## src/verilog/asbc_defines.svh

```systemverilog
// Register offsets, field positions, reset values and timing counts for the ADC sequencer
`ifndef ASBC_DEFINES_SVH
`define ASBC_DEFINES_SVH

// ----------------------------------------------------------------------------
// Register offsets
// ----------------------------------------------------------------------------
`define ASBC_OFF_CTRL1 8'h00
`define ASBC_OFF_CTRL2 8'h04
`define ASBC_OFF_SCAN 8'h08
`define ASBC_OFF_STAT 8'h0c
`define ASBC_OFF_MASK 8'h10
`define ASBC_OFF_MUXA 8'h14
`define ASBC_OFF_MUXB 8'h18
`define ASBC_OFF_BUF 8'h40
`define ASBC_OFF_BUF_END 8'h7c

// ----------------------------------------------------------------------------
// Control one fields
// ----------------------------------------------------------------------------
`define ASBC_C1_SAMPLE_START_BIT 0
`define ASBC_C1_GO 1
`define ASBC_C1_TRIG_LO 2
`define ASBC_C1_TRIG_HI 3
`define ASBC_C1_SIMSEL 4
`define ASBC_C1_FMT 5

// ----------------------------------------------------------------------------
// Control two fields
// ----------------------------------------------------------------------------
`define ASBC_C2_SPI_LO 2
`define ASBC_C2_SPI_HI 5
`define ASBC_C2_SPLIT 6
`define ASBC_C2_ALT 7
`define ASBC_C2_CHC_LO 8
`define ASBC_C2_CHC_HI 9
`define ASBC_C2_SCAN 10
`define ASBC_C2_HALF 15

// ----------------------------------------------------------------------------
// Status fields and reset values
// ----------------------------------------------------------------------------
`define ASBC_ST_IRQ 0
`define ASBC_ST_DONE 1
`define ASBC_RST_CTRL 16'h0000

// ----------------------------------------------------------------------------
// Timing
// ----------------------------------------------------------------------------
`define ASBC_CONV_NS 240
`define ASBC_CLK_NS 20
`define ASBC_CONV_CYC ((`ASBC_CONV_NS + `ASBC_CLK_NS - 1) / `ASBC_CLK_NS)

`endif

```

## src/verilog/asbc_pkg.sv

```systemverilog
// Types shared by the ADC sequencer files
`default_nettype none

package asbc_pkg;
    typedef enum logic [2:0] {
        ASBC_IDLE = 3'b000,
        ASBC_SAMPLE = 3'b001,
        ASBC_CONVERT = 3'b010,
        ASBC_STORE = 3'b011
    } asbc_state_t;

    typedef enum logic [1:0] {
        ASBC_TRIG_BIT = 2'b00,
        ASBC_TRIG_TIMER = 2'b01,
        ASBC_TRIG_EXT = 2'b10
    } asbc_trig_t;
endpackage

`default_nettype wire

```

## src/verilog/asbc_result_store.sv

```systemverilog
// Sixteen-entry, 10-bit result store with formatted 16-bit read port
`default_nettype none

module asbc_result_store
    import asbc_pkg::*;
(
    // Clock and reset
    input wire logic mclk,
    input wire logic arst_n,
    // Converter write side
    input wire logic wr_en,
    input wire logic [3:0] wr_addr,
    input wire logic [9:0] wr_data,
    // Reader side
    input wire logic [3:0] rd_addr,
    input wire logic fmt_signed,
    output logic [15:0] rd_word
);
    logic [9:0] mem_reg [16];
    logic [9:0] mem_next [16];
    logic [9:0] raw;

    // Per-entry write select; software has no write path into the store
    genvar gi;
    generate
        for (gi = 0; gi < 16; gi++) begin : g_ent
            always_comb begin
                mem_next[gi] = mem_reg[gi];
                if (wr_en && wr_addr == 4'(gi)) begin
                    mem_next[gi] = wr_data;
                end
            end
            always_ff @(posedge mclk or negedge arst_n) begin
                if (!arst_n) begin
                    mem_reg[gi] <= 10'h000;
                end else begin
                    mem_reg[gi] <= mem_next[gi];
                end
            end
        end
    endgenerate

    // Formatting: plain integer, or signed with the offset removed
    always_comb begin
        raw = mem_reg[rd_addr];
        if (fmt_signed) begin
            rd_word = {{6{~raw[9]}}, ~raw[9], raw[8:0]};
        end else begin
            rd_word = {6'h00, raw};
        end
    end
endmodule

`default_nettype wire

```

## src/verilog/asbc_top.sv

```systemverilog
// ADC sequencing and result-buffer controller with register port and interrupt
//
// Summary of operation
// - Sixteen 10-bit results, read as formatted 16-bit words, not software-writable.
// - Setting the sample start bit begins acquisition.
// - Chosen trigger (bit, timer, external) ends sampling and starts conversion.
// - Every result stored; flag and done set after programmed sequences complete.
// - Sequential mode samples chosen channels one sample clock each.
// - Simultaneous mode samples all chosen channels together, then converts in turn.
// - Channel count chooses channel zero, zero and one, or zero to three.
// - Samples-per-interrupt value n gives n+1 sequences.
// - Split mode uses two eight-word halves, swapping at each interrupt.
// - Alternate select clear uses only input group A.
// - Alternate select set alternates group A and group B each sequence.
// - Scan enable steps channel zero's group A input over selected inputs.
// - Scan goes low to high and restarts after each interrupt.
`include "asbc_defines.svh"
`default_nettype none

module asbc_top
    import asbc_pkg::*;
(
    // Clock and reset
    input wire logic mclk,
    input wire logic arst_n,
    // Register port
    input wire logic [7:0] reg_addr,
    input wire logic [15:0] reg_wdata,
    input wire logic reg_wr,
    input wire logic reg_rd,
    output logic [15:0] reg_rdata,
    // Trigger sources
    input wire logic timer_tick,
    input wire logic ext_trig,
    // Analog front end
    output logic [3:0] sh_sample,
    output logic [3:0] ch0_input_sel,
    output logic group_b_sel,
    output logic [1:0] conv_channel,
    output logic conv_start,
    input wire logic conv_done,
    input wire logic [9:0] conv_data,
    // Interrupt
    output logic irq
);
    // ------------------------------------------------------------------------
    // State
    // ------------------------------------------------------------------------
    logic [15:0] ctrl1_reg, ctrl1_next, ctrl2_reg, ctrl2_next;
    logic [15:0] scan_reg, scan_next, mask_reg, mask_next;
    logic [1:0] stat_reg, stat_next;
    logic [15:0] rdata_reg, rdata_next;
    asbc_state_t state_reg, state_next;
    logic [1:0] ch_reg, ch_next;
    logic [3:0] seq_reg, seq_next;
    logic [3:0] wptr_reg, wptr_next;
    logic half_reg, half_next;
    logic grp_b_reg, grp_b_next;
    logic [3:0] scan_pos_reg, scan_pos_next;
    logic [3:0] sh_reg, sh_next;
    logic start_reg, start_next;
    logic [1:0] tmr_sync_reg, ext_sync_reg, done_sync_reg;
    logic ext_old_reg, done_old_reg;
    logic [9:0] data_s1_reg, data_s2_reg;
    logic [7:0] timeout_reg, timeout_next;
    logic irq_reg;

    // Pin inputs pass two flops before any logic looks at them
    always_ff @(posedge mclk or negedge arst_n) begin
        if (!arst_n) begin
            tmr_sync_reg <= 2'b00;
            ext_sync_reg <= 2'b00;
            done_sync_reg <= 2'b00;
            data_s1_reg <= 10'h000;
            data_s2_reg <= 10'h000;
            ext_old_reg <= 1'b0;
            done_old_reg <= 1'b0;
        end else begin
            tmr_sync_reg <= {tmr_sync_reg[0], timer_tick};
            ext_sync_reg <= {ext_sync_reg[0], ext_trig};
            done_sync_reg <= {done_sync_reg[0], conv_done};
            data_s1_reg <= conv_data;
            data_s2_reg <= data_s1_reg;
            ext_old_reg <= ext_sync_reg[1];
            done_old_reg <= done_sync_reg[1];
        end
    end

    // ------------------------------------------------------------------------
    // Decoded fields
    // ------------------------------------------------------------------------
    logic [1:0] chc;
    logic [1:0] last_ch;
    logic [3:0] spi;
    logic trig_hit, done_rise, seq_end, irq_event;
    logic [3:0] next_scan;
    logic found;
    logic [15:0] buf_word;
    logic [3:0] buf_idx;

    assign chc = ctrl2_reg[`ASBC_C2_CHC_HI:`ASBC_C2_CHC_LO];
    assign last_ch = (chc == 2'b00) ? 2'd0 : (chc == 2'b01) ? 2'd1 : 2'd3;
    assign spi = ctrl2_reg[`ASBC_C2_SPI_HI:`ASBC_C2_SPI_LO];
    assign done_rise = done_sync_reg[1] & ~done_old_reg;
    assign buf_idx = reg_addr[5:2];

    always_comb begin
        case (asbc_trig_t'(ctrl1_reg[`ASBC_C1_TRIG_HI:`ASBC_C1_TRIG_LO]))
            ASBC_TRIG_BIT: trig_hit = ctrl1_reg[`ASBC_C1_GO];
            ASBC_TRIG_TIMER: trig_hit = tmr_sync_reg[1];
            ASBC_TRIG_EXT: trig_hit = ext_sync_reg[1] & ~ext_old_reg;
            default: trig_hit = 1'b0;
        endcase
    end

    // next selected scan input above the current one, lowest first
    always_comb begin
        next_scan = scan_pos_reg;
        found = 1'b0;
        for (int i = 0; i < 16; i++) begin
            if (!found && i > int'(scan_pos_reg) && scan_reg[i]) begin
                next_scan = 4'(i);
                found = 1'b1;
            end
        end
    end

    // first selected input, used after each interrupt
    function automatic logic [3:0] first_scan(input logic [15:0] sel);
        logic [3:0] r;
        r = 4'h0;
        for (int i = 15; i >= 0; i--) begin
            if (sel[i]) begin
                r = 4'(i);
            end
        end
        return r;
    endfunction

    // ------------------------------------------------------------------------
    // Sequencer
    // ------------------------------------------------------------------------
    logic store_wr;
    always_comb begin
        state_next = state_reg;
        ch_next = ch_reg;
        seq_next = seq_reg;
        wptr_next = wptr_reg;
        half_next = half_reg;
        grp_b_next = grp_b_reg;
        scan_pos_next = scan_pos_reg;
        sh_next = 4'h0;
        start_next = 1'b0;
        timeout_next = timeout_reg;
        seq_end = 1'b0;
        irq_event = 1'b0;
        store_wr = 1'b0;
        case (state_reg)
            ASBC_IDLE: begin
                // acquisition begins on the start bit
                if (ctrl1_reg[`ASBC_C1_SAMPLE_START_BIT]) begin
                    state_next = ASBC_SAMPLE;
                    ch_next = 2'd0;
                    seq_next = 4'h0;
                    scan_pos_next = ctrl2_reg[`ASBC_C2_SCAN] ? first_scan(scan_reg) : 4'h0;
                end
            end
            ASBC_SAMPLE: begin
                // simultaneous holds every chosen channel at once
                if (ctrl1_reg[`ASBC_C1_SIMSEL]) begin
                    sh_next = (last_ch == 2'd0) ? 4'h1 : (last_ch == 2'd1) ? 4'h3 : 4'hf;
                end else begin
                    // sequential holds one channel per sample clock
                    sh_next = 4'h1 << ch_reg;
                end
                // Cleared start bit stops acquisition between sequences
                if (!ctrl1_reg[`ASBC_C1_SAMPLE_START_BIT] && ch_reg == 2'd0) begin
                    state_next = ASBC_IDLE;
                end else if (trig_hit) begin
                    state_next = ASBC_CONVERT;
                    start_next = 1'b1;
                    timeout_next = 8'(`ASBC_CONV_CYC);
                end
            end
            ASBC_CONVERT: begin
                if (timeout_reg != 8'h00) begin
                    timeout_next = timeout_reg - 8'h01;
                end
                if (done_rise && timeout_reg == 8'h00) begin
                    state_next = ASBC_STORE;
                end
            end
            ASBC_STORE: begin
                // each result goes into the store
                store_wr = 1'b1;
                wptr_next = wptr_reg + 4'h1;
                if (ch_reg != last_ch) begin
                    ch_next = ch_reg + 2'd1;
                    if (ctrl1_reg[`ASBC_C1_SIMSEL]) begin
                        state_next = ASBC_CONVERT;
                        start_next = 1'b1;
                        timeout_next = 8'(`ASBC_CONV_CYC);
                    end else begin
                        state_next = ASBC_SAMPLE;
                    end
                end else begin
                    seq_end = 1'b1;
                    ch_next = 2'd0;
                    state_next = ASBC_SAMPLE;
                    grp_b_next = ctrl2_reg[`ASBC_C2_ALT] & ~grp_b_reg;
                    // step channel zero scan per sequence
                    if (ctrl2_reg[`ASBC_C2_SCAN]) begin
                        scan_pos_next = found ? next_scan : first_scan(scan_reg);
                    end
                    if (seq_reg == spi) begin
                        irq_event = 1'b1;
                        seq_next = 4'h0;
                        scan_pos_next = first_scan(scan_reg);
                        // split mode swaps halves per interrupt
                        if (ctrl2_reg[`ASBC_C2_SPLIT]) begin
                            half_next = ~half_reg;
                            wptr_next = {~half_reg, 3'h0};
                        end else begin
                            wptr_next = 4'h0;
                        end
                    end else begin
                        seq_next = seq_reg + 4'h1;
                    end
                end
                if (!ctrl1_reg[`ASBC_C1_SAMPLE_START_BIT]) begin
                    state_next = ASBC_IDLE;
                end
            end
            default: state_next = ASBC_IDLE;
        endcase
        // group A only while alternation is off
        if (!ctrl2_reg[`ASBC_C2_ALT]) begin
            grp_b_next = 1'b0;
        end
    end

    always_ff @(posedge mclk or negedge arst_n) begin
        if (!arst_n) begin
            state_reg <= ASBC_IDLE;
            ch_reg <= 2'd0;
            seq_reg <= 4'h0;
            wptr_reg <= 4'h0;
            half_reg <= 1'b0;
            grp_b_reg <= 1'b0;
            scan_pos_reg <= 4'h0;
            sh_reg <= 4'h0;
            start_reg <= 1'b0;
            timeout_reg <= 8'h00;
        end else begin
            state_reg <= state_next;
            ch_reg <= ch_next;
            seq_reg <= seq_next;
            wptr_reg <= wptr_next;
            half_reg <= half_next;
            grp_b_reg <= grp_b_next;
            scan_pos_reg <= scan_pos_next;
            sh_reg <= sh_next;
            start_reg <= start_next;
            timeout_reg <= timeout_next;
        end
    end

    // result store, no software write path
    asbc_result_store u_store (
        .mclk(mclk),
        .arst_n(arst_n),
        .wr_en(store_wr),
        .wr_addr(wptr_reg),
        .wr_data(data_s2_reg),
        .rd_addr(buf_idx),
        .fmt_signed(ctrl1_reg[`ASBC_C1_FMT]),
        .rd_word(buf_word)
    );

    // ------------------------------------------------------------------------
    // Registers and interrupt
    // ------------------------------------------------------------------------
    always_comb begin
        ctrl1_next = ctrl1_reg;
        ctrl2_next = ctrl2_reg;
        scan_next = scan_reg;
        mask_next = mask_reg;
        stat_next = stat_reg;
        rdata_next = 16'h0000;
        // Trigger bit is a one-shot so one write gives one trigger: one conversion, or one per chosen channel in simultaneous mode
        if (state_reg == ASBC_SAMPLE && trig_hit) begin
            ctrl1_next[`ASBC_C1_GO] = 1'b0;
        end
        if (reg_wr) begin
            case (reg_addr)
                `ASBC_OFF_CTRL1: ctrl1_next = {10'h000, reg_wdata[5:0]};
                `ASBC_OFF_CTRL2: ctrl2_next = {5'h00, reg_wdata[10:2], 2'b00};
                `ASBC_OFF_SCAN: scan_next = reg_wdata;
                `ASBC_OFF_MASK: mask_next = {14'h0000, reg_wdata[1:0]};
                `ASBC_OFF_STAT: stat_next = stat_reg & ~reg_wdata[1:0];
                default: ;
            endcase
        end
        // flag and done set win over clear
        if (irq_event) begin
            stat_next = 2'b11;
        end
        if (reg_rd) begin
            if (reg_addr >= `ASBC_OFF_BUF && reg_addr <= `ASBC_OFF_BUF_END) begin
                rdata_next = buf_word;
            end else begin
                case (reg_addr)
                    `ASBC_OFF_CTRL1: rdata_next = ctrl1_reg;
                    `ASBC_OFF_CTRL2: rdata_next = {half_reg, ctrl2_reg[14:0]};
                    `ASBC_OFF_SCAN: rdata_next = scan_reg;
                    `ASBC_OFF_STAT: rdata_next = {14'h0000, stat_reg};
                    `ASBC_OFF_MASK: rdata_next = mask_reg;
                    `ASBC_OFF_MUXA: rdata_next = {12'h000, scan_pos_reg};
                    `ASBC_OFF_MUXB: rdata_next = {15'h0000, grp_b_reg};
                    default: rdata_next = 16'h0000;
                endcase
            end
        end
    end

    always_ff @(posedge mclk or negedge arst_n) begin
        if (!arst_n) begin
            ctrl1_reg <= `ASBC_RST_CTRL;
            ctrl2_reg <= `ASBC_RST_CTRL;
            scan_reg <= `ASBC_RST_CTRL;
            mask_reg <= `ASBC_RST_CTRL;
            stat_reg <= 2'b00;
            rdata_reg <= 16'h0000;
            irq_reg <= 1'b0;
        end else begin
            ctrl1_reg <= ctrl1_next;
            ctrl2_reg <= ctrl2_next;
            scan_reg <= scan_next;
            mask_reg <= mask_next;
            stat_reg <= stat_next;
            rdata_reg <= rdata_next;
            irq_reg <= |(stat_next & mask_next[1:0]);
        end
    end

    // Outputs straight from flops
    assign reg_rdata = rdata_reg;
    assign irq = irq_reg;
    assign sh_sample = sh_reg;
    assign conv_start = start_reg;
    assign conv_channel = ch_reg;
    assign group_b_sel = grp_b_reg;
    assign ch0_input_sel = scan_pos_reg;
endmodule

`default_nettype wire
```

## config.mk

```make
export PLATFORM = sky130hd
export DESIGN_NAME = asbc_top
export DESIGN_NICKNAME = d
export VERILOG_FILES = /design/src/verilog/asbc_pkg.sv /design/src/verilog/asbc_result_store.sv /design/src/verilog/asbc_top.sv
export VERILOG_INCLUDE_DIRS = /design/src /design/src/verilog
export SDC_FILE = /design/constraint.sdc
export NUM_CORES = 1
export LEC_CHECK = 0
export BUFFER_PORTS_ARGS = -buffer_cell sky130_fd_sc_hd__clkbuf_2
export CORE_MARGIN = 5
export CORE_UTILIZATION = 25
export CTS_CLUSTER_SIZE = 10
export DETAILED_ROUTE_END_ITERATION = 10
export MAX_ROUTING_LAYER = met4
export PLACE_DENSITY = 0.45
export SLEW_MARGIN = 20
export SYNTH_ARGS = -nofsm -noshare
export SYNTH_HDL_FRONTEND = slang
export SYNTH_SLANG_ARGS = --single-unit
```

## constraint.sdc

```tcl
create_clock -name mclk -period 3.15 [get_ports mclk]
set_clock_uncertainty 0.15 [all_clocks]
set_input_delay 0.1575 -clock mclk [delete_from_list [all_inputs] [get_ports mclk]]
set_output_delay 0.1575 -clock mclk [all_outputs]
set_load 0.05 [all_outputs]
```

==> implementation parameters, run 1 <==
Parameter                              Value

Logic synthesis
  Fraction of synthesized area in multiplexers    27.4%
  Post-synthesis instance area    0.0124 sq mm
  Share of the synthesized netlist area taken by xor and xnor gates    less than 1%
  Sequential area share after synthesis    ~55%
  Share of synthesized cell area in full adder, half adder and majority cells    between 1 and 1.5%
  Cell count after synthesis    900
  Post-Syn Nets    roughly 950
  Cell types with the largest area share after synthesis    dfrtp_1 (55%), mux2_2 (17%), mux4_2 (9.1%)
  Average cell area after synthesis    13.8 sq um
  Cell taking the most area after synthesis    dfrtp_1
  Fraction of synthesis flops using an asynchronous set or reset pin    100%
  EDFF count, synth    0
  Simple-gate area share of the yosys netlist    7.37%
  Main combinational cell family by area after synthesis    multiplexers
  Prevailing post-synth register cell    dfrtp_1
  Synthesis-stage register bit count    271
  Distinct cells, synth    66
  Top-area cell type share of the netlist area    a little over half
  Synthesis Warnings    0
  Synth Area in Compound Gates    6.51%

Floorplanning
  Initial Utilization    25.3%
  Die span in x    233 um
  Top-level port count    70
  Die outline height    233 um
  Die Area    0.0542 sq mm
  Placement row count    between 80 and 90
  Core Box Area    about 0.049 sq mm

STA
  Worst slew pin tran    roughly 630 ps
  Final-report hold violation count    0
  Minimum clock period after layout    2830 ps
  Period utilisation layout    between 80% and 90%
  Hold slack    15.0 ps
  Setup-failing EPs final    0
  Accumulated negative setup slack    0 ps
  Unrepaired setup endpoints after global routing    no
  Relative max-transition margin    58.1%
  Achievable frequency    0.354 GHz
  Final Worst Setup Slack    323 ps
  Max-slew violation total from the final report    0

Clock tree
  Maximum clock path buffer count    3
  H-tree depth    2
  Post-CTS Repair Setup Buffers    0
  PostCTS Resize Cnt    0
  Post-cts hold buffer count    36
  Clock buffer count from CTS    35
  Library cell used as clock root buffer    clkbuf_16
  Insertion delay to the later sink of the worst-skew pair    about 530 ps
  Number of sinks driven by the clock tree    around 270
  Clock slew at the register clock pins of the worst setup and hold paths    50 ps
  Clock tree from TritonCTS    built

Drt
  Starting DRT DRC Count    about 550
  Count of antenna-violating nets left after detailed routing    0
  Number of remaining DRC errors    0
  Per-cell routed wire length    approximately 20 um
  Overall routed net length    34.7 mm
  Router iterations before antenna repair    5
  Per-cell via count in the routed design    4.69
  Via Count    8062

Layout
  P&R area growth vs syn    21.8%
  Non-filler instance count after layout    between 1.5k and 2k
  ANT cells    0
  Final-stage net count    1090
  Share of final-layout standard cells stronger than drive strength 1    between 30% and 40%
  Max reg flops    160

Worst setup path
  Count of buffering cells on the critical path with inverters included    5
  Crit Path Category    in2reg
  Crit path arrival time    3150 ps
  Nature of the critical path startpoint    input port
  Largest driver fanout on the critical path    14
  Cell with the biggest individual delay on the critical path    or4_4
  Critical Path Max Stage Delay    590 ps
  Kind of cell with the highest combined delay on the critical path    buffers and inverters
  Worst Setup End Kind    register
  Register-to-register setup slack    380 ps
  Required time of the worst setup path    3470 ps
  List of cells traversed by the critical path    dlygate4sd3_1 > clkbuf_2 > or4_4 > nor3_4 > buf_4 > and2_1 > buf_4 > a22oi_1 > o21ai_0 > and2_1 > dlygate4sd3_1

Power
  Leakage component of the power    0.00709 uW
  Total power after layout    8110 uW
  Max VDD drop    0.271 mV
  Power per cell area    537 mW/mm^2

Global routing
  Overall routing resource usage    13.5%
  Antenna violations before repair    0
  Number of global-route vias before repair    roughly 8.5k
  Largest net degree at the start of global routing    71
  First-pass GRT wire length    54.4 mm
  GR Overflow Total    0

Flow run
  Number of maximum-capacitance violations    0

Outcome
  Status    completed

Placement
  Place WS    roughly 630 ps
  Buffers on Ports    69
  RD Place Congestion    0.829
  # placed instances    1629
  DP HPWL    approximately 24 mm

Hold path
  Hold/Removal Path Class    in2async
[metrics by stage]
stage,cell area [sq um],util (%)
floorplan,12400,-
global placement,13700,28.0
detailed placement,13700,28.0
CTS,15100,30.8
global route,15100,30.8
finish,15100,30.8
[synth_stat cells, types with 4 or more instances]
| library cell | instances |
|---|---|
| buf_2 | 11 |
| xor2_1 | 6 |
| and3_1 | 5 |
| buf_4 | 4 |
| nor2_1 | 28 |
| o21ai_0 | 28 |
| mux4_2 | 50 |
| mux2i_1 | 6 |
| ha_1 | 11 |
| a22oi_1 | 7 |
| inv_1 | 19 |
| nand3b_1 | 4 |
| a21boi_0 | 5 |
| or3_1 | 4 |
| a221oi_1 | 5 |
| nor2b_1 | 14 |
| a21oi_1 | 19 |
| o211ai_1 | 5 |
| o31ai_1 | 5 |
| mux2_4 | 10 |
| mux2_2 | 183 |
| nand2b_1 | 7 |
| clkbuf_1 | 26 |
| nand4_1 | 6 |
| xnor2_1 | 5 |
| a222oi_1 | 4 |
| and2_1 | 4 |
| a211oi_1 | 4 |
| nor3_1 | 7 |
| nand3_1 | 17 |
| dfrtp_1 | 271 |
| a21o_1 | 4 |
| a22o_1 | 4 |
| nor4_1 | 4 |
| o22ai_1 | 4 |
| nand2_1 | 58 |
[routing by layer]
layer  routed length [um]  global-route usage [%]
met4                  798                    3.58
met1                16000                    18.1
met3                 1480                    2.48
met5                    0                       -
met2                16500                    21.3
[kinds of logic (layout without fill, tap and decap cells)]
kind of cell             count (synthesis)  in the layout
buffers and inverters                   63            218
AO/OA/AOI/OAI                          119            119
AND/OR/NAND/NOR                        176            176
adder cells (fa/ha/maj)                 11             11
flip-flops                             271            271
XOR/XNOR                                11             11
multiplexers                           249            249
[power by group]
| part | internal, uW | switching [uW] |
|---|---|---|
| logic | 278 | 419 |
| registers | 3600 | 197 |
| clock network | 2140 | 1490 |
[final cells by class]
class	instances	area, sq um
fillers	4994	33900
flip-flops and latches	271	6780
multi-input cells	566	5350
repair buffers	145	1060
clock buffers	50	972
well taps	664	831
inverters	19	71.3
clock inverters	4	46.3
[layout by cell type (no fill, tap or decap), types with 14 or more instances in the layout]
cell           instances
a21oi_1               19
buf_4                 38
clkbuf_16             35
clkbuf_2              67
dfrtp_1              271
dlygate4sd3_1         36
inv_1                 19
mux2_2               183
mux4_2                50
nand2_1               58
nand3_1               17
nor2_1                28
nor2b_1               14
o21ai_0               28
[final timing paths]
path | end | startpoint | cells after the start
setup reg to reg | reg_rdata[9] | u_store.mem_reg[9] | 7
max in group asynchronous | u_store.mem_reg[13] | arst_n | 3
setup / recovery | reg_rdata[9] | reg_addr[7] | 11
min in group mclk | data_s1_reg[5] | conv_data[5] | 2
hold / removal | scan_reg[13] | arst_n | 2
hold reg to reg | data_s2_reg[3] | data_s1_reg[3] | 0
No activity file was read; power rests on OpenSTA's default activity.
==> inputs of run 2 (changes only) <==
--- a/config.mk
+++ b/config.mk
@@ -6,13 +6,14 @@
 export SDC_FILE = /design/constraint.sdc
 export NUM_CORES = 1
 export LEC_CHECK = 0
+export ABC_AREA = 1
 export BUFFER_PORTS_ARGS = -buffer_cell sky130_fd_sc_hd__clkbuf_2
 export CORE_MARGIN = 5
 export CORE_UTILIZATION = 25
 export CTS_CLUSTER_SIZE = 10
 export DETAILED_ROUTE_END_ITERATION = 10
 export MAX_ROUTING_LAYER = met4
-export PLACE_DENSITY = 0.45
+export PLACE_DENSITY = 0.46
 export SLEW_MARGIN = 20
 export SYNTH_ARGS = -nofsm -noshare
 export SYNTH_HDL_FRONTEND = slang
==> run 2 against run 1 <==
Clock power shrank 13%. Hold slack better by 5.9 ps. Sequential power is 3% lower. Utilization shrank 0.61 points. Critical path type is now reg2reg.
==> implementation parameters, run 2 <==
Parameter                              Value

Power
  Leakage component of the power    0.00645 uW (-9.1%)
  Clk pwr share    40.5% (-4.1 points)
  Switching Share    27.0% (+1.1 points)
  Sequential Power Share    47.5% (+0.7 points)
  Combinational share of power    12.0% (+3.4 points)
  P_sw    2100 uW (-0.23%)
  Power per cell area    551 mW/mm^2 (+2.6%)
  Max VDD drop    0.409 mV (+51%)
  Total internal power    5660 uW (-5.8%)

STA
  Final-report hold violation count    0 (unchanged)
  Final Worst Setup Slack    364 ps (+40.6 ps)
  Max-slew violation total from the final report    0 (unchanged)
  Worst slew pin tran    1080 ps (+453 ps)
  Minimum clock period after layout    2790 ps (-40.6 ps)
  Relative max-transition margin    27.8% (-30 points)
  Hold slack    20.9 ps (+5.92 ps)
  Setup-failing EPs final    0 (unchanged)
  Achievable frequency    0.359 GHz (+1.5%)
  Accumulated negative setup slack    0 ps (unchanged)
  Unrepaired setup endpoints after global routing    no
  Period utilisation layout    88.5% (-1.3 points)

Floorplanning
  Die Area    0.0518 sq mm (-4.4%)
  Die outline height    228 um (-2.2%)
  Initial Utilization    25.4% (+0.077 points)
  Placement row count    79 (-2.5%)
  Core Box Area    0.0467 sq mm (-4.9%)
  Top-level port count    70 (unchanged)
  Die span in x    228 um (-2.2%)

Logic synthesis
  Top-area cell type share of the netlist area    57.3% (+2.6 points)
  Synthesis Warnings    0 (unchanged)
  Most common cell in the netlist    nand2_1
  Post-Syn Nets    1383 (+45%)
  Synthesis-stage register bit count    271 (unchanged)
  Synth Area in Compound Gates    19.1% (+13 points)
  Share of the synthesized netlist area taken by xor and xnor gates    0.592% (-0.18 points)
  Post-synthesis instance area    0.0118 sq mm (-4.6%)
  Average cell area after synthesis    8.89 sq um (-35%)
  Prevailing post-synth register cell    dfrtp_1
  Cell taking the most area after synthesis    dfrtp_1
  Simple-gate area share of the yosys netlist    15.8% (+8.5 points)
  Cell count after synthesis    1331 (+48%)
  Distinct cells, synth    51 (-23%)
  Commonest cells in the synthesized netlist    nand2_1 (294), dfrtp_1 (271), o21ai_0 (249)
  Cell types with the largest area share after synthesis    dfrtp_1 (57%), o21ai_0 (11%), nand2_1 (9.3%)
  Share of synthesized cell area in full adder, half adder and majority cells    1.16% (+0.053 points)
  EDFF count, synth    0 (unchanged)
  Fraction of synthesis flops using an asynchronous set or reset pin    100% (unchanged)
  Sequential area share after synthesis    57.3% (+2.6 points)
  Fraction of synthesized area in multiplexers    0.0951% (-27 points)
  Main combinational cell family by area after synthesis    compound AO/OA/AOI/OAI gates

Clock tree
  PostCTS Resize Cnt    0 (unchanged)
  Clock tree from TritonCTS    built
  Clock slew at the register clock pins of the worst setup and hold paths    60 ps (about the same)
  Library cell used as clock root buffer    clkbuf_16
  Insertion delay to the later sink of the worst-skew pair    560 ps (+30 ps)
  Post-CTS Repair Setup Buffers    0 (unchanged)
  H-tree depth    1 (-1)
  Maximum clock path buffer count    3 (unchanged)
  Number of sinks driven by the clock tree    271 (unchanged)
  Clock buffer count from CTS    31 (-11%)

Global routing
  Antenna violations before repair    1 (+1)
  GR Overflow Total    0 (unchanged)
  Overall routing resource usage    14.9% (+1.4 points)
  Largest net degree at the start of global routing    83 (+17%)
  Number of global-route vias before repair    9628 (+13%)
  First-pass GRT wire length    58.7 mm (+7.9%)

Layout
  Final-stage net count    1477 (+36%)
  Max reg flops    160 (unchanged)
  Layout Utilization    30.2% (-0.61 points)
  P&R area growth vs syn    19.0%
  Share of final-layout standard cells stronger than drive strength 1    10.5% (-28 points)
  Design area    0.0141 sq mm (-6.8%)
  Most common library cell in the layout ignoring fill and taps    nand2_1
  Most frequent cells in the layout    nand2_1 (294), dfrtp_1 (271), o21ai_0 (249), inv_1 (115), o22ai_1 (79)

Placement
  DP HPWL    26.1 mm (+11%)
  Placed inst area    0.0129 sq mm (-5.8%)
  RD Place Congestion    0.886 (+6.8%)
  Buffers on Ports    69 (unchanged)
  Place WS    301 ps (-328 ps)

Worst setup path
  Required time of the worst setup path    3490 ps (+20 ps)
  Dominant cell type by count on the critical path    inv_1
  List of cells traversed by the critical path    a22oi_1 > nand3_1 > a2111oi_1 > buf_4 > ha_1 > or2_2 > nand2_1 > inv_1 > o21ai_0 > inv_1
  Worst Setup End Kind    register
  Capturing instance or port of the critical path    reg_rdata[15]
  Nature of the critical path startpoint    register
  Critical Path Source    u_store.mem_reg[79]
  Reg-to-reg startpoint    u_store.mem_reg[79]
  Register-to-register setup slack    360 ps (-20 ps)
  Crit Path Category    reg2reg
  Critical Path Max Stage Delay    990 ps (+400 ps)
  Endpoint of the most critical register-to-register path    reg_rdata[15]
  Largest driver fanout on the critical path    5 (-9)
  Cell with the biggest individual delay on the critical path    a2111oi_1
  Crit path arrival time    3130 ps (-20 ps)
  R2R depth    10 (+3)

Drt
  Via Count    9684 (+20%)
  Router iterations before antenna repair    5 (unchanged)
  Overall routed net length    38.0 mm (+9.4%)
  Starting DRT DRC Count    821 (+51%)
  Per-cell routed wire length    18.7 um (-7.7%)
  Per-cell via count in the routed design    4.75 (+1.4%)
  Count of antenna-violating nets left after detailed routing    0 (unchanged)
  Number of remaining DRC errors    0 (unchanged)

Outcome
  Status    completed

Flow run
  Number of maximum-capacitance violations    0 (unchanged)

Hold path
  Hold/Removal Path Class    in2async
==> run 2: cell types whose count changed after synthesis, sizes merged, moves of 12 or more <==
cell / previous run / this run
clkbuf: 26 / 55
inv: 19 / 119
mux2: 193 / 1
mux4: 50 / 0
nand2: 60 / 298
nand3: 17 / 42
nor2: 28 / 74
nor2b: 14 / 0
nor3: 8 / 20
o21ai: 31 / 252
o22ai: 4 / 79
==> run 2: cells by family (layout without fill, tap and decap cells) <==
logic type / Yosys count / in the layout
compound gates: 404 / 404
xor+xnor: 8 / 8
fa+ha+maj: 11 / 11
buf+inv: 185 / 283
flops: 271 / 271
mux: 1 / 1
other cells: 0 / 1
simple gates: 451 / 451
==> run 2: layout make-up <==
type | count | area, sq um
fill | 4921 | 32600
sequential | 271 | 6780
multi-input combinational | 875 | 4350
timing repair buffer | 126 | 913
clock buffer | 37 | 828
tap | 607 | 759
inverter | 120 | 450
antenna | 1 | 2.50
==> run 2: worst max-delay path, delay by kind of cell, from the launching register on <==
| kind | cells | cell delay, ps |
|---|---|---|
| AO/OA/AOI/OAI | 3 | 1280 |
| adder cells (fa/ha/maj) | 1 | 130 |
| buffers and inverters | 3 | 420 |
| flip-flops | 1 | 380 |
| AND/OR/NAND/NOR | 3 | 350 |
==> run 2: stage by stage <==
| step | total power, uW | std cells |
|---|---|---|
| floorplan | 4280 | 1331 |
| global placement | 4640 | 1967 |
| detailed placement | 4650 | 1967 |
| CTS | 7880 | 2036 |
| global route | 8120 | 2037 |
| finish | 7760 | 2037 |
==> run 2: repair_timing <==
| item | in CTS | in global routing |
|---|---|---|
| setup endpoints to repair | 0 | 0 |
| hold buffers | 32 | 0 |
| endpoints found under the hold margin | 175 | 0 |
==> run 2: worst min-delay path by stage <==
stage                       end  slack [ps]  cells past startpoint
5_1_grt          data_s1_reg[2]          80                      2
3_3_place_gp     data_s1_reg[7]          60                      1
6_report         data_s1_reg[2]          20                      2
4_1_cts          data_s1_reg[7]          50                      2
3_5_place_dp     data_s1_reg[7]          60                      1
2_1_floorplan  ch0_input_sel[0]        -290                      0
==> run 2: routing by layer <==
metal  share of wire (%)  wire [um]  up-vias  global-route usage (%)
met2                  45      17100      245                    22.9
met5                   0          0        -                       -
li1                    -          -     4697                       -
met4                 1.6        611        0                    2.58
met1                  48      18300     4700                    21.2
met3                 5.4       2050       42                    2.44
==> run 2: power groups by stage <==
stage | registers [uW] | logic (uW) | clock network, uW
after global placement | 3750 | 897 | 0
after floorplan | 3800 | 475 | 0
after CTS | 3680 | 938 | 3250
after global routing | 3700 | 1040 | 3390
final | 3680 | 928 | 3140
after detailed placement | 3750 | 903 | 0
